## src/rtl/prog_sel_pkg.sv

```systemverilog
// Package for the cam program selection and output enable block.
// Assumes one clock domain at 125 MHz and an AXI4-Lite register bus.
package prog_sel_pkg;
   // ==========================================================
   // Sizes
   localparam int NUM_INPUTS = 32;
   localparam int NUM_OUTS = 32;
   localparam int NUM_CAMS = 32;
   localparam int PROG_W = 15;
   localparam int IDX_W = 5;
   localparam int DATA_W = 32;
   localparam int ADDR_W = 8;

   // ==========================================================
   // Register byte offsets
   localparam logic [ADDR_W-1:0] OFF_CTRL = 8'h00;
   localparam logic [ADDR_W-1:0] OFF_SELCFG = 8'h04;
   localparam logic [ADDR_W-1:0] OFF_MASTER = 8'h08;
   localparam logic [ADDR_W-1:0] OFF_MFLAGS = 8'h0c;
   localparam logic [ADDR_W-1:0] OFF_SWAPPOS = 8'h10;
   localparam logic [ADDR_W-1:0] OFF_CAMEDIT = 8'h14;
   localparam logic [ADDR_W-1:0] OFF_STATUS = 8'h18;
   localparam logic [ADDR_W-1:0] OFF_ACTPROG = 8'h1c;

   // ==========================================================
   // Field positions
   localparam int CTRL_MODE_LO = 0;
   localparam int CTRL_MASTER_ON = 2;
   localparam int CTRL_SYSCFG = 3;
   localparam int CTRL_EN_LO = 8;
   localparam int SEL_TAKE_LO = 0;
   localparam int SEL_CNT_LO = 8;
   localparam int EDIT_CAM_LO = 0;
   localparam int EDIT_OUT_LO = 8;
   localparam int EDIT_VAL = 16;
   localparam int EDIT_PROG_LO = 17;

   // ==========================================================
   // Reset values and codes
   localparam logic [1:0] RESP_OKAY = 2'b00;
   localparam logic [1:0] RESP_SLVERR = 2'b10;
   localparam logic [5:0] EN_OFF = 6'h00;
   localparam logic [PROG_W-1:0] PROG_RST = 15'h0000;
   localparam logic [IDX_W-1:0] IDX_ZERO = 5'h00;

   // Change-over modes
   typedef enum logic [1:0] {
      MODE_SLOW = 2'h0,
      MODE_DIRECT = 2'h1,
      MODE_ON_POS = 2'h2
   } mode_t;

   // Build and swap states
   typedef enum logic [3:0] {
      ST_IDLE = 4'b0001,
      ST_BUILD = 4'b0010,
      ST_WAIT_POS = 4'b0100,
      ST_SWAP = 4'b1000
   } state_t;

   // Write channel bundle
   typedef struct packed {
      logic [ADDR_W-1:0] addr;
      logic [DATA_W-1:0] data;
   } wreq_t;
endpackage

```

## src/rtl/prog_sel.sv

```systemverilog
// Cam program selection, change-over and output enable gating.
// Assumes synchronous inputs on aclk, a per-program cam store outside
// reached by the stored-program index, and an AXI4-Lite master.
`timescale 1ns/1ps
`default_nettype none

module prog_sel
   import prog_sel_pkg::*;
#(
   parameter int NCAMS = NUM_CAMS
) (
   // Clock and reset
   input wire logic aclk,
   input wire logic aresetn,
   // Machine inputs and position
   input wire logic [NUM_INPUTS-1:0] din,
   input wire logic [31:0] position,
   // Cam bit per output for active and master programs
   input wire logic [NUM_OUTS-1:0] cam_active,
   input wire logic [NUM_OUTS-1:0] cam_master,
   // Cam outputs and safety
   output logic [NUM_OUTS-1:0] cam_out,
   output logic safety_out,
   // Program used by the cam store for output and for edits
   output logic [PROG_W-1:0] store_prog,
   output logic store_bank,
   output logic edit_we,
   output logic [PROG_W-1:0] edit_prog,
   output logic [IDX_W-1:0] edit_out,
   output logic [IDX_W-1:0] edit_cam,
   output logic edit_val,
   // AXI4-Lite slave
   input wire logic [ADDR_W-1:0] awaddr,
   input wire logic awvalid,
   output logic awready,
   input wire logic [DATA_W-1:0] wdata,
   input wire logic [3:0] wstrb,
   input wire logic wvalid,
   output logic wready,
   output logic [1:0] bresp,
   output logic bvalid,
   input wire logic bready,
   input wire logic [ADDR_W-1:0] araddr,
   input wire logic arvalid,
   output logic arready,
   output logic [DATA_W-1:0] rdata,
   output logic [1:0] rresp,
   output logic rvalid,
   input wire logic rready
);
   // ==========================================================
   // State
   typedef struct packed {
      logic aw_held;
      logic w_held;
      wreq_t wr;
      logic bvalid;
      logic [1:0] bresp;
      logic rvalid;
      logic [DATA_W-1:0] rdata;
      logic [1:0] rresp;
      logic [1:0] mode;
      logic master_on;
      logic syscfg;
      logic [5:0] en_input;
      logic [5:0] take_input;
      logic [5:0] sel_count;
      logic [PROG_W-1:0] master_prog;
      logic [NUM_OUTS-1:0] master_flag;
      logic [31:0] swap_pos;
      logic [PROG_W-1:0] active_prog;
      logic [PROG_W-1:0] pending_prog;
      logic bank;
      state_t st;
      logic [IDX_W-1:0] cam_idx;
      logic take_prev;
      logic edit_we;
      logic [PROG_W-1:0] edit_prog;
      logic [IDX_W-1:0] edit_out;
      logic [IDX_W-1:0] edit_cam;
      logic edit_val;
      logic edit_refused;
      logic [NUM_OUTS-1:0] cam_out;
      logic safety;
   } state_all_t;

   state_all_t s;
   state_all_t next_s;

   // Bit of din at a 6-bit input number, zero when out of range
   function automatic logic input_bit(input logic [NUM_INPUTS-1:0] v, input logic [5:0] n);
      input_bit = (n < 6'(NUM_INPUTS)) ? v[n[IDX_W-1:0]] : 1'b0;
   endfunction

   // Register read mux
   function automatic logic [DATA_W-1:0] reg_read(input state_all_t c, input logic [ADDR_W-1:0] a);
      reg_read = '0;
      unique case (a)
         OFF_CTRL: reg_read = {16'h0000, 2'h0, c.en_input, 4'h0, c.syscfg, c.master_on, c.mode};
         OFF_SELCFG: reg_read = {16'h0000, 2'h0, c.sel_count, 2'h0, c.take_input};
         OFF_MASTER: reg_read = {17'h00000, c.master_prog};
         OFF_MFLAGS: reg_read = c.master_flag;
         OFF_SWAPPOS: reg_read = c.swap_pos;
         OFF_CAMEDIT: reg_read = {16'h0000, 15'h0000, c.edit_refused};
         OFF_STATUS: reg_read = {24'h000000, c.st, 1'b0, c.bank, c.safety, 1'b0};
         OFF_ACTPROG: reg_read = {17'h00000, c.active_prog};
         default: reg_read = '0;
      endcase
   endfunction

   function automatic logic mapped(input logic [ADDR_W-1:0] a);
      mapped = (a <= OFF_ACTPROG) && (a[1:0] == 2'b00);
   endfunction

   logic take_now;
   logic take_rise;
   logic [PROG_W-1:0] sel_num;
   logic gate_open;
   logic [NUM_OUTS-1:0] cam_src;

   // Decode selection inputs into a program number
   always_comb begin
      sel_num = PROG_RST;
      for (int i = 0; i < PROG_W; i++) begin
         if (6'(i) < s.sel_count) begin
            sel_num[i] = input_bit(din, 6'(s.take_input + 6'(i + 1)));
         end
      end
   end

   assign take_now = input_bit(din, s.take_input);
   assign take_rise = take_now && !s.take_prev;
   assign gate_open = (s.en_input == EN_OFF) || input_bit(din, s.en_input - 6'h01);

   // Per output cam source: master program, active program, or zero for unflagged outputs while the active program is the master program
   always_comb begin
      for (int o = 0; o < NUM_OUTS; o++) begin
         if (s.master_on && (s.master_flag[o] || s.active_prog == s.master_prog)) begin
            cam_src[o] = s.master_flag[o] && cam_master[o];
         end else begin
            cam_src[o] = cam_active[o];
         end
      end
   end

   // Next state
   always_comb begin
      next_s = s;
      next_s.take_prev = take_now;
      next_s.edit_we = 1'b0;
      next_s.cam_out = gate_open ? cam_src : '0;
      // Write address and data taken in either order
      if (awvalid && !s.aw_held) begin
         next_s.aw_held = 1'b1;
         next_s.wr.addr = awaddr;
      end
      if (wvalid && !s.w_held) begin
         next_s.w_held = 1'b1;
         next_s.wr.data = wdata;
      end
      if (s.aw_held && s.w_held && !s.bvalid) begin
         next_s.aw_held = 1'b0;
         next_s.w_held = 1'b0;
         next_s.bvalid = 1'b1;
         next_s.bresp = mapped(s.wr.addr) ? RESP_OKAY : RESP_SLVERR;
         unique case (s.wr.addr)
            OFF_CTRL: begin
               next_s.mode = s.wr.data[CTRL_MODE_LO +: 2];
               next_s.master_on = s.wr.data[CTRL_MASTER_ON];
               next_s.syscfg = s.wr.data[CTRL_SYSCFG];
               next_s.en_input = s.wr.data[CTRL_EN_LO +: 6];
            end
            OFF_SELCFG: begin
               next_s.take_input = s.wr.data[SEL_TAKE_LO +: 6];
               next_s.sel_count = s.wr.data[SEL_CNT_LO +: 6];
            end
            OFF_MASTER: next_s.master_prog = s.wr.data[PROG_W-1:0];
            OFF_MFLAGS: next_s.master_flag = s.wr.data;
            OFF_SWAPPOS: next_s.swap_pos = s.wr.data;
            OFF_CAMEDIT: begin
               next_s.edit_out = s.wr.data[EDIT_OUT_LO +: IDX_W];
               next_s.edit_cam = s.wr.data[EDIT_CAM_LO +: IDX_W];
               next_s.edit_val = s.wr.data[EDIT_VAL];
               if (s.master_on && s.master_flag[s.wr.data[EDIT_OUT_LO +: IDX_W]]) begin
                  next_s.edit_prog = s.master_prog;
                  next_s.edit_we = s.syscfg;
                  next_s.edit_refused = !s.syscfg;
               end else begin
                  next_s.edit_prog = s.wr.data[EDIT_PROG_LO +: PROG_W];
                  next_s.edit_we = 1'b1;
                  next_s.edit_refused = 1'b0;
               end
            end
            default: ;
         endcase
      end
      if (s.bvalid && bready) begin
         next_s.bvalid = 1'b0;
      end
      // Read channel
      if (arvalid && !s.rvalid) begin
         next_s.rvalid = 1'b1;
         next_s.rdata = reg_read(s, araddr);
         next_s.rresp = mapped(araddr) ? RESP_OKAY : RESP_SLVERR;
      end else if (s.rvalid && rready) begin
         next_s.rvalid = 1'b0;
      end
      // Program change-over
      unique case (s.st)
         ST_IDLE: begin
            if (take_rise) begin
               next_s.pending_prog = sel_num;
               next_s.cam_idx = IDX_ZERO;
               next_s.st = ST_BUILD;
               if (mode_t'(s.mode) == MODE_SLOW) begin
                  next_s.active_prog = sel_num;
                  next_s.safety = 1'b0;
               end
            end
         end
         ST_BUILD: begin
            next_s.cam_idx = s.cam_idx + 5'h01;
            if (s.cam_idx == 5'(NCAMS - 1)) begin
               if (mode_t'(s.mode) == MODE_SLOW) begin
                  next_s.st = ST_IDLE;
                  next_s.safety = 1'b1;
               end else if (mode_t'(s.mode) == MODE_ON_POS) begin
                  next_s.st = ST_WAIT_POS;
               end else begin
                  next_s.st = ST_SWAP;
               end
            end
         end
         ST_WAIT_POS: begin
            if (position > s.swap_pos) begin
               next_s.st = ST_SWAP;
            end
         end
         ST_SWAP: begin
            next_s.active_prog = s.pending_prog;
            next_s.bank = !s.bank;
            next_s.safety = 1'b1; // Recover if mode changed during a slow build
            next_s.st = ST_IDLE;
         end
      endcase
      if (!aresetn) begin
         next_s = '0;
         next_s.st = ST_IDLE;
         next_s.safety = 1'b1;
      end
   end

   // Register the whole state
   always_ff @(posedge aclk) begin
      s <= next_s;
   end

   // Outputs
   assign cam_out = s.cam_out;
   assign safety_out = s.safety;
   assign store_prog = (s.st == ST_BUILD) ? s.pending_prog : s.active_prog;
   assign store_bank = (s.st == ST_IDLE || mode_t'(s.mode) == MODE_SLOW) ? s.bank : !s.bank;
   assign edit_we = s.edit_we;
   assign edit_prog = s.edit_prog;
   assign edit_out = s.edit_out;
   assign edit_cam = s.edit_cam;
   assign edit_val = s.edit_val;
   assign awready = !s.aw_held;
   assign wready = !s.w_held;
   assign bvalid = s.bvalid;
   assign bresp = s.bresp;
   assign arready = !s.rvalid;
   assign rvalid = s.rvalid;
   assign rdata = s.rdata;
   assign rresp = s.rresp;

   // ==========================================================
   // Assertions
   gate_closed_a: assert property (@(posedge aclk) disable iff (!aresetn)
      (s.en_input != EN_OFF && !input_bit(din, s.en_input - 6'h01)) |=> cam_out == '0)
      else $error("cam outputs active with enable low");
   gate_off_a: assert property (@(posedge aclk) disable iff (!aresetn)
      (s.en_input == EN_OFF) |=> cam_out == $past(cam_src))
      else $error("cam outputs gated with gating off");
   take_once_a: assert property (@(posedge aclk) disable iff (!aresetn)
      (s.st == ST_IDLE && take_rise) |=> s.pending_prog == $past(sel_num))
      else $error("program number not sampled on take-over");
   direct_safe_a: assert property (@(posedge aclk) disable iff (!aresetn)
      (mode_t'(s.mode) != MODE_SLOW && s.st == ST_IDLE && s.safety) |=> safety_out)
      else $error("safety dropped outside slow mode");
   slow_drop_a: assert property (@(posedge aclk) disable iff (!aresetn)
      (mode_t'(s.mode) == MODE_SLOW && s.st == ST_IDLE && take_rise) |=> !safety_out)
      else $error("safety kept in slow change");
   pos_wait_a: assert property (@(posedge aclk) disable iff (!aresetn)
      (s.st == ST_WAIT_POS && position <= s.swap_pos) |=> s.st == ST_WAIT_POS)
      else $error("swap before position");
   master_src_a: assert property (@(posedge aclk) disable iff (!aresetn)
      (gate_open && s.master_on && s.master_flag[0]) |=> cam_out[0] == $past(cam_master[0]))
      else $error("flagged output not from master");
   edit_key_a: assert property (@(posedge aclk) disable iff (!aresetn)
      (edit_we && s.master_on && s.master_flag[edit_out]) |-> edit_prog == s.master_prog)
      else $error("master edit not redirected");
   edit_right_a: assert property (@(posedge aclk) disable iff (!aresetn)
      s.edit_refused |-> !edit_we)
      else $error("master edit done without right");
endmodule

`default_nettype wire

```

## config.mk

```make
export PLATFORM = sky130hd
export DESIGN_NAME = prog_sel
export DESIGN_NICKNAME = d
export VERILOG_FILES = /design/src/rtl/prog_sel_pkg.sv /design/src/rtl/prog_sel.sv
export SDC_FILE = /design/constraint.sdc
export NUM_CORES = 1
export LEC_CHECK = 0
export BUFFER_PORTS_ARGS = -buffer_cell sky130_fd_sc_hd__buf_2
export CELL_PAD_IN_SITES_DETAIL_PLACEMENT = 2
export CELL_PAD_IN_SITES_GLOBAL_PLACEMENT = 2
export CORE_AREA = 2 2 264 266
export DETAILED_ROUTE_END_ITERATION = 10
export DIE_AREA = 0 0 266 268
export PLACE_DENSITY = 0.6
export SYNTH_ARGS = -nofsm -noshare
export SYNTH_HDL_FRONTEND = slang
export SYNTH_SLANG_ARGS = --single-unit
export TNS_END_PERCENT = 100
```

## constraint.sdc

```tcl
create_clock -name aclk -period 9.02 [get_ports aclk]
set_input_delay 1.353 -clock aclk [delete_from_list [all_inputs] [get_ports aclk]]
set_output_delay 1.353 -clock aclk [all_outputs]
set_load 0.005 [all_outputs]
```

==> flow_metrics.tcl, run 1 <==
set metrics [dict create \
    max-slew-margin-rel_pct 23.6 \
    hpwl_um 54400 \
    hold_viol_final 0 \
    fin_crit_ns 3.94 \
    setup-tns-final_ns 0 \
    die_h_um 268 \
    core_um2 68200 \
    path_cells "inv_1 -> ha_1 -> mux4_2 -> a221oi_1 -> a31o_1 -> nand3_1 -> and3_1 -> a221oi_4 -> buf_4 -> a21oi_1" \
    ys_warn_count 0 \
    drt-total-wl_um 73500 \
    synth_edf_count 0 \
    rows 96 \
    p_sw_share_pct 27.4 \
    r2r_slack_ns 5.08 \
    drtAntennaViolNets 0 \
    cts_resized 0 \
    start_util_pct 24.8 \
    fin_util_pct 28.8 \
    slew_viol_final 0 \
    combPwrFrac_pct 10.4 \
    r2r-end "cam_out[11]" \
    num_vias 16000 \
    drive_gt1_share_pct 22.7 \
    pin_count 304 \
    holdPathStages 2 \
    fin_crit_sh_pct 43.6 \
    power.switching_uw 862 \
    cts.sinks 281 \
    startpoint_type "flip-flop" \
    htreeDepth 2 \
    path_max_fanout 32 \
    seq_power_share_pct 42.1 \
    vias_per_cell 5.18 \
    grt_pass1_wl_um 109000 \
    drv_cap 0 \
    grt_overflow 0 \
    routedWlPerCell_um 23.8 \
    antenna_found_initial 7 \
    netlist_instances 2057 \
    fin_cells 3089 \
    cts_root_buf "clkbuf_16" \
    syn_area_per_cell_um2 8.24 \
    max_freq_mhz 254 \
    cts_buffers 37 \
    port_buffers 297 \
    yosysSeqAreaShare_pct 33.2 \
    grt_pass1_vias 16700 \
    cp_slowest_cell "dfxtp_1" \
    cts_buffer_depth 3 \
    worstHoldPathType "reg -> reg" \
    syn-cell-area_um2 16900 \
    async_reset_ff_share_pct 0 \
    dieArea_um2 71300 \
    route.detailed.drc 0 \
    status "completed" \
    synth_cell_type_count 76 \
    cpPeakStageDelay_ns 0.79 \
    die_w_um 266 \
    clk_pin_slew_ns 0.06 \
    whs_ns 0.456 \
    cts_setup_buffers 0 \
    reg2reg_from "s[193]" \
    clock_skew_ns 0.0154 \
    synth_seq_cells 281 \
    clock_latency_ns 0.57 \
    ir_worst_vdd_v 0.000100 \
    worstSetupPathType "reg -> reg" \
    power_density_nw_per_um2 160 \
    postCtsHoldBufs 0 \
    layout.nets 2419 \
    required_ns 9.44 \
    setup.worst_path.end_class "flip-flop" \
    p_leak_nw 7.33 \
    synth_flop_cell "dfxtp_1" \
    worstMarginPinSlew_ns 1.14 \
    pwr-share-clk_pct 47.5 \
    tritoncts "yes" \
    grt_usage_pct 20.2 \
    min_from "edit_val" \
    placed_cells 3027 \
    grt_max_degree 91 \
    cp.arrival_ns 4.36 \
    power.internal_mw 2.29 \
    drt_iter0_drc 782 \
    reg2regPathDepth 10 \
    first_pass_iters 5 \
    hold_end "edit_val" \
    syn_to_final_growth_pct 16.0 \
    setup_viol 0 \
    gp_congestion 0.822 \
    rsz0062_at_grt "false" \
]
## power groups by stage
| stage | clock (mW) | sequential, mW | combinational (mW) |
|---|---|---|---|
| floorplan | 0 | 1.32 | 0.203 |
| global route | 1.58 | 1.33 | 0.363 |
| finish | 1.50 | 1.33 | 0.327 |
| global placement | 0 | 1.35 | 0.319 |
| detailed placement | 0 | 1.35 | 0.331 |
| CTS | 1.54 | 1.33 | 0.333 |
## metrics by stage
stage	area (um2)	setup WS [ns]	total power, mW
after floorplan	16900	5.49	1.53
after CTS	19600	5.09	3.20
after detailed placement	18400	4.75	1.68
final	19600	5.08	3.15
after global routing	19600	4.88	3.28
after global placement	18400	4.83	1.67
## sequential cells by signal, summed over array words and instances (netlist names)
register / count
edit_val: 1
safety_out: 1
edit_out: 5
edit_prog: 15
bvalid: 1
rresp: 1
rvalid: 1
cam_out: 32
rdata: 32
edit_we: 1
s: 185
bresp: 1
edit_cam: 5
## metal layers
layer  part of all wire, %  vias up  wire length (um)  GRT usage [%]
met5                 0.078        -                57              0
met4                   2.6       10              1910           5.54
met3                   4.9       95              3580           3.45
met2                    46      397             34100           33.2
met1                    46     8109             33800           27.2
li1                      -     7391                 -              -
## synthesized netlist by cell type, types with 5 or more instances
master,n,share of area [%]
inv_1,47,1.0
a211oi_1,19,0.84
and2_1,7,0.26
mux4_1,5,0.78
buf_4,95,4.2
mux4_2,55,7.3
nand4_1,16,0.59
buf_1,8,0.18
buf_2,14,0.41
o21ai_0,25,0.74
a211oi_2,9,0.66
xor2_1,13,0.67
buf_6,8,0.53
mux2_2,20,1.3
nor3_1,23,0.68
o22ai_1,9,0.33
ha_1,48,3.5
xnor2_1,41,2.1
a31oi_1,13,0.48
nand3_1,96,2.8
nand2_1,408,9.0
nor2b_1,12,0.44
a21o_1,12,0.53
a22oi_1,62,2.7
nor2_1,138,3.1
mux2i_1,109,6.4
and3_1,12,0.44
a21oi_1,254,7.5
clkbuf_1,109,2.4
nand2b_1,5,0.18
dfxtp_1,281,33
## worst max-delay path by stage
| stage | cells past startpoint | slack, ns | end | from |
|---|---|---|---|---|
| global route | 8 | 4.88 | s[97] | s[187] |
| detailed placement | 8 | 4.75 | rdata[11] | araddr[5] |
| CTS | 10 | 5.09 | cam_out[11] | s[193] |
| finish | 10 | 5.08 | cam_out[11] | s[193] |
| global placement | 8 | 4.83 | rdata[13] | araddr[5] |
| floorplan | 12 | 5.49 | s[97] | s[188] |
## area by class of cell
| cell class | count | area (um2) |
|---|---|---|
| fillers | 7909 | 48600 |
| clock inverters | 7 | 90.1 |
| flip-flops and latches | 281 | 5630 |
| multi-input cells | 1489 | 9820 |
| diodes | 2 | 5.00 |
| repair buffers | 326 | 1700 |
| clock buffers | 53 | 1110 |
| well taps | 882 | 1100 |
| inverters | 49 | 189 |
## worst max-delay path: cells and delay by family (launching register included)
kind / cells / cell delay (ns)
compound gates: 4 / 0.78
fa+ha+maj: 1 / 0.67
buf+inv: 2 / 0.55
flops: 1 / 0.79
mux: 1 / 0.65
simple gates: 2 / 0.27
## cell families (layout without fill, tap and decap cells)
family	count (synthesis)	after routing	share of synthesized area, %
compound gates	441	441	15.8
xor+xnor	55	55	2.89
fa+ha+maj	48	48	3.54
buf+inv	288	435	9.27
flops	281	281	33.2
mux	189	189	15.9
other cells	1	4	0.0221
simple gates	754	754	19.4
## layout by cell type (no fill, tap or decap), types with 16 or more instances in the layout
master,instances
a211oi_1,19
a21oi_1,254
a22oi_1,62
buf_2,297
buf_4,29
clkbuf_16,38
dfxtp_1,279
ha_1,47
inv_1,47
mux2_2,20
mux2i_1,109
mux4_2,55
nand2_1,408
nand3_1,94
nand4_1,16
nor2_1,137
nor3_1,21
o21ai_0,25
xnor2_1,41
Power figures use the tool's default switching activity.
==> run 2: changes to the inputs <==
--- a/config.mk
+++ b/config.mk
@@ -5,13 +5,14 @@
 export SDC_FILE = /design/constraint.sdc
 export NUM_CORES = 1
 export LEC_CHECK = 0
+export ABC_AREA = 1
 export BUFFER_PORTS_ARGS = -buffer_cell sky130_fd_sc_hd__buf_2
 export CELL_PAD_IN_SITES_DETAIL_PLACEMENT = 2
 export CELL_PAD_IN_SITES_GLOBAL_PLACEMENT = 2
-export CORE_AREA = 2 2 264 266
+export CORE_AREA = 2 2 262 264
 export DETAILED_ROUTE_END_ITERATION = 10
-export DIE_AREA = 0 0 266 268
-export PLACE_DENSITY = 0.6
+export DIE_AREA = 0 0 264 266
+export PLACE_DENSITY = 0.67
 export SYNTH_ARGS = -nofsm -noshare
 export SYNTH_HDL_FRONTEND = slang
 export SYNTH_SLANG_ARGS = --single-unit
==> constraint.sdc (replaced) <==
create_clock -name aclk -period 3.55 [get_ports aclk]
set_input_delay 0.5325 -clock aclk [delete_from_list [all_inputs] [get_ports aclk]]
set_output_delay 0.5325 -clock aclk [all_outputs]
set_load 0.005 [all_outputs]
==> run 2 against run 1 <==
Against the previous run:
- die area is 1.5% lower
- first-iteration DRC count is 2.7% lower
- final cell count is 14% higher
- synthesized cell count is 20% higher
- cell area is 0.35% lower
- sequential share of layout area is 0.094 points higher
- routed wire length is 6.1% higher
- sequential cell count stayed put
- critical path depth is 4 lower
- clock power grew to 2.7 times the previous value
- via count is 10% higher
- critical path type is now reg -> out
- largest cell class unchanged
==> flow_metrics.tcl, run 2 <==
set metrics [dict create \
    startpoint_type "flip-flop" \
    status "completed" \
    vias_per_cell 5.00 \
    syn_to_final_growth_pct 17.0 \
    synth_cell_type_count 51 \
    seq_power_share_pct 39.3 \
    layout.nets 2852 \
    combPwrFrac_pct 15.2 \
    ys_warn_count 0 \
    die_w_um 264 \
    synth_edf_count 0 \
    max-slew-margin-rel_pct 23.4 \
    drv_cap 0 \
    multi_input_comb_area_um2 8860 \
    yosys-top-cells-area "dfxtp_1 34%, nand2_1 9.9%, o21ai_0 6.6%" \
    cts_setup_buffers 0 \
    pwr-share-clk_pct 45.6 \
    setup-tns-final_ns 0 \
    syn-cell-area_um2 16700 \
    whs_ns 0.186 \
    synth_flop_cell "dfxtp_1" \
    die_h_um 266 \
    synth_top_area_cell "dfxtp_1" \
    yosysSeqAreaShare_pct 33.6 \
    slew_viol_final 0 \
    fin_crit_ns 3.14 \
    setup_viol 0 \
    syn_area_per_cell_um2 6.79 \
    grt_pass1_wl_um 116000 \
    hold_viol_final 0 \
    route.detailed.drc 0 \
    yosysMostFrequentCell "nand2_1" \
    synth_xor_area_share_pct 2.18 \
    yosys-top-cells-count "442 x nand2_1, 281 x dfxtp_1, 279 x nor2_1" \
    power_density_nw_per_um2 447 \
    regMostFlops "s" \
    power.internal_mw 6.14 \
    rsz0062_at_grt "false" \
    core_um2 67700 \
    final_cell_mix "442 x nand2_1, 296 x buf_2, 280 x dfxtp_1, 278 x nor2_1, 221 x inv_1" \
    final_common_cell "nand2_1" \
    path_max_fanout 15 \
    pin_count 304 \
    drtAntennaViolNets 0 \
    clock_latency_ns 0.58 \
    grt_pass1_vias 18900 \
    fillers 8190 \
    tritoncts "yes" \
    required_ns 3.02 \
    synthAdderAreaFrac_pct 3.59 \
    cts_resized 0 \
    p_sw_share_pct 29.9 \
    routedWlPerCell_um 22.1 \
    synth_top_family_by_area "simple AND/OR/NAND/NOR gates" \
    synth_top_area_share_pct 33.6 \
    clock_skew_ns 0.0384 \
    drive_gt1_share_pct 16.8 \
    num_vias 17700 \
    cts_buffer_depth 3 \
    cts_root_buf "clkbuf_16" \
    dieArea_um2 70200 \
    worstSetupPathType "reg -> out" \
    regArea_um2 5630 \
    placed_cell_area_um2 18300 \
    clk_pin_slew_ns 0.06 \
    port_buffers 297 \
    antenna_found_initial 5 \
    power.switching_mw 2.62 \
    fin_cells 3528 \
    synth_compound_area_share_pct 20.7 \
    first_pass_iters 5 \
    start_util_pct 24.7 \
    synthMuxAreaShare_pct 0 \
    largest_reg_flops 185 \
    gp_congestion 0.854 \
    cts_buffers 37 \
    async_reset_ff_share_pct 0 \
    final_cell_area_um2 19600 \
    worstHoldPathType "in -> reg" \
    grt_max_degree 78 \
    rows 96 \
    max_freq_mhz 319 \
    cts.sinks 281 \
    netlist_instances 2464 \
    placed_cells 3460 \
    grt_overflow 0 \
    yosys.area_share.simple_pct 26.4 \
    htreeDepth 2 \
    total_power_mw 8.76 \
    fin_crit_sh_pct 88.4 \
    drt_iter0_drc 761 \
    grt_usage_pct 21.8 \
    cp.arrival_ns 2.61 \
    synth_seq_cells 281 \
    worstMarginPinSlew_ns 1.14 \
    p_leak_nw 8.33 \
    hpwl_um 61400 \
    setup.worst_path.end_class "primary output" \
    postCtsHoldBufs 0 \
    drt-total-wl_um 78000 \
    ir_worst_vdd_v 0.000268 \
]
run 2: changes by cell type in the layout (fill, tap and decap cells not counted), sizes merged, moves of 45 or more:
cell / previous run / this run
o21ai: 26 / 232
mux4: 60 / 0
nand2: 410 / 462
mux2i: 109 / 0
nor2: 139 / 281
inv: 51 / 230
a22oi: 62 / 0
nand3: 96 / 222
a211oi: 28 / 73
run 2: cell type report:
cell class,instances,area share (%)
flip-flops and latches,281,28.7
inverters,237,4.59
repair buffers,337,9.20
diodes,4,0.0511
clock inverters,15,1.32
multi-input cells,1723,45.2
clock buffers,49,5.22
well taps,882,5.64
run 2: worst max-delay path: stages (launching register included):
cell and delay, ns:
dfxtp_1 0.44, nor2_1 0.11, nand3_1 0.11, clkinv_1 0.37
buf_4 0.34, o21ai_0 0.46, buf_2 0.21
run 2: power groups by stage:
stage | combinational (mW) | clock (mW) | sequential (mW)
floorplan | 0.815 | 0 | 3.44
global placement | 1.28 | 0 | 3.50
detailed placement | 1.33 | 0 | 3.50
CTS | 1.34 | 4.12 | 3.44
global route | 1.49 | 4.25 | 3.45
finish | 1.33 | 3.99 | 3.44
run 2: logic make-up after synthesis:
group / count (synthesis)
other: 1
buffers and inverters: 461
adders and majority gates: 48
DFF: 281
xor gates and xnor gates: 33
AOI/OAI and AO/OA: 615
and+or+nand+nor: 1025
run 2: worst paths after layout:
path,start,endpoint,slack [ns],cells past startpoint
min reg2reg,rdata[5],rdata[5],0.47,2
max,s[69],store_prog[0],0.41,6
min,bready,bvalid,0.19,2
max reg2reg,s[193],cam_out[8],0.65,15
run 2: through the flow:
stage          setup WS, ns  utilization (%)
2_1_floorplan         0.916                -
3_3_place_gp          0.739             27.0
3_5_place_dp          0.611             27.0
4_1_cts               0.405             28.9
5_1_grt               0.290             28.9
6_report              0.412             28.9
run 2: metal layers:
layer	part of all wire, %	global-route usage [%]	vias up
met5	0.017	0	-
met4	2.0	5.44	2
met3	4.0	3.26	82
met2	49	38.2	325
met1	45	27.9	8834
li1	-	-	8412
==> run 3: changes to the inputs <==
--- a/config.mk
+++ b/config.mk
@@ -10,9 +10,11 @@
 export CELL_PAD_IN_SITES_DETAIL_PLACEMENT = 2
 export CELL_PAD_IN_SITES_GLOBAL_PLACEMENT = 2
 export CORE_AREA = 2 2 262 264
+export CTS_BUF_LIST = sky130_fd_sc_hd__clkbuf_2
 export DETAILED_ROUTE_END_ITERATION = 10
 export DIE_AREA = 0 0 264 266
 export PLACE_DENSITY = 0.67
+export REMOVE_ABC_BUFFERS = 1
 export SYNTH_ARGS = -nofsm -noshare
 export SYNTH_HDL_FRONTEND = slang
 export SYNTH_SLANG_ARGS = --single-unit
==> run 3 against run 2 <==
Against the previous run:
- cell area rose by 3.4%
- largest power group is now registers
- critical path type unchanged
- core utilization increased by 0.98 points
- worst setup slack got worse by 0.17 ns
- largest cell class unchanged
- routed wire length up 3.9%
==> flow_metrics.tcl, run 3 (synthesis results as in run 2) <==
set metrics [dict create \
    gp_congestion 0.844 \
    dieArea_um2 70200 \
    status "completed" \
    port_buffers 297 \
    slew_viol_final 0 \
    die_w_um 264 \
    antenna_found_initial 8 \
    r2r_slack_ns 0.59 \
    worstHoldPathType "in -> reg" \
    final_common_cell "nand2_1" \
    cp.arrival_ns 2.77 \
    hold_viol_final 0 \
    syn_to_final_growth_pct 21.0 \
    layout.nets 3020 \
    route.detailed.drc 0 \
    regMostFlops "s" \
    final_cell_mix "441 x nand2_1, 296 x buf_2, 280 x dfxtp_1, 278 x nor2_1, 221 x inv_1" \
    p_leak_nw 8.78 \
    largest_reg_flops 185 \
    r2r-end "cam_out[2]" \
    max-slew-margin-rel_pct 40.6 \
    placed_cell_area_um2 18300 \
    tritoncts "yes" \
    rsz0062_at_grt "false" \
    routedWlPerCell_um 21.7 \
    core_um2 67700 \
    clk_pin_slew_ns 0.12 \
    required_ns 3.02 \
    ir_worst_vdd_v 0.000180 \
    reg2reg_from "s[97]" \
    drt-total-wl_um 81000 \
    grt_max_degree 77 \
    htreeDepth 3 \
    drive_gt1_share_pct 18.3 \
    grt_usage_pct 22.9 \
    placed_cells 3465 \
    cts_root_buf "clkbuf_2" \
    reg2regPathDepth 10 \
    pin_count 304 \
    cts_resized 0 \
    grt_pass1_vias 20600 \
    fin_crit_ns 3.30 \
    setup-tns-final_ns 0 \
    path_cells "nor2_1 -> nand3_1 -> clkinv_1 -> buf_4 -> o21ai_0 -> buf_2" \
    start_util_pct 24.7 \
    clock_latency_ns 1.11 \
    drtAntennaViolNets 0 \
    worstSetupPathType "reg -> out" \
    cts.sinks 281 \
    num_vias 18500 \
    startpoint_type "flip-flop" \
    setup_viol 0 \
    path_max_fanout 22 \
    grt_pass1_wl_um 124000 \
    rows 96 \
    hpwl_um 59700 \
    cts_buffer_depth 3 \
    holdPathStages 7 \
    cts_buffers 83 \
    total_power_mw 7.49 \
    first_pass_iters 4 \
    fin_cells 3728 \
    grt_overflow 0 \
    cpPeakStageDelay_ns 0.44 \
    drv_cap 0 \
    final_cell_area_um2 20200 \
    clock_skew_ns 0.161 \
    power_density_nw_per_um2 370 \
    die_h_um 266 \
    startpoint "s[69]" \
    worstMarginPinSlew_ns 0.891 \
    cp_slowest_cell "dfxtp_1" \
    drt_iter0_drc 704 \
    path_buf_inv 3 \
    vias_per_cell 4.96 \
    fin_crit_sh_pct 93.1 \
    max_freq_mhz 303 \
    critical-path-top-delay-family "buffers and inverters" \
    setup.worst_path.end_class "primary output" \
    min_from "araddr[4]" \
    hold_end "rdata[3]" \
]
## run 3: cell type report
type / instances / area [um2]
repair buffers: 459 / 3020
clock inverters: 25 / 135
inverters: 237 / 898
fillers: 8218 / 47500
diodes: 3 / 7.51
multi-input cells: 1723 / 8860
flip-flops and latches: 281 / 5630
clock buffers: 118 / 591
well taps: 882 / 1100
## run 3: worst max path at each step
stage	slack, ns	depth (start not counted)	end
after floorplan	0.57	14	s[91]
final	0.25	6	store_prog[9]
after global placement	0.76	11	s[91]
after global routing	0.01	6	store_prog[13]
after CTS	0.07	6	store_prog[5]
after detailed placement	0.68	11	s[91]
## run 3: power by group
group          switching (mW)  leakage, nW  internal, mW  total [mW]
clock                    1.63        0.554         0.969        2.60
combinational           0.950         5.94         0.515        1.47
sequential              0.132         2.29          3.30        3.43
total                    2.71         8.78          4.78        7.49
## run 3: worst min-delay path, stage by stage
cell and delay, ns:
buf_2 0.14, inv_1 0.06, nor2_1 0.08, nand2_1 0.13
o2111ai_1 0.11, nand2_1 0.09, a21oi_1 0.06
## run 3: stage by stage
stage | hold slack [ns] | utilization (%) | setup WS [ns]
floorplan | 0.438 | - | 0.568
global placement | 0.451 | 27.1 | 0.760
detailed placement | 0.457 | 27.1 | 0.681
CTS | 0.0584 | 29.9 | 0.0653
global route | 0.158 | 29.9 | 0.0109
finish | 0.186 | 29.9 | 0.247
## run 3: repair_timing
| action | 4_1_cts | 5_1_grt |
|---|---|---|
| endpoints found under the hold margin | 94 | 0 |
| endpoints found under the setup margin | 0 | 0 |
| hold buffers | 117 | 0 |
| buffers inserted | 0 | 0 |
## run 3: metal layers
| layer | vias up | GRT usage [%] | wire length, um |
|---|---|---|---|
| met2 | 373 | 40.3 | 40000 |
| met4 | 6 | 8.40 | 2460 |
| li1 | 8798 | - | - |
| met1 | 9171 | 27.4 | 34700 |
| met5 | - | 0 | 34 |
| met3 | 127 | 4.94 | 3900 |
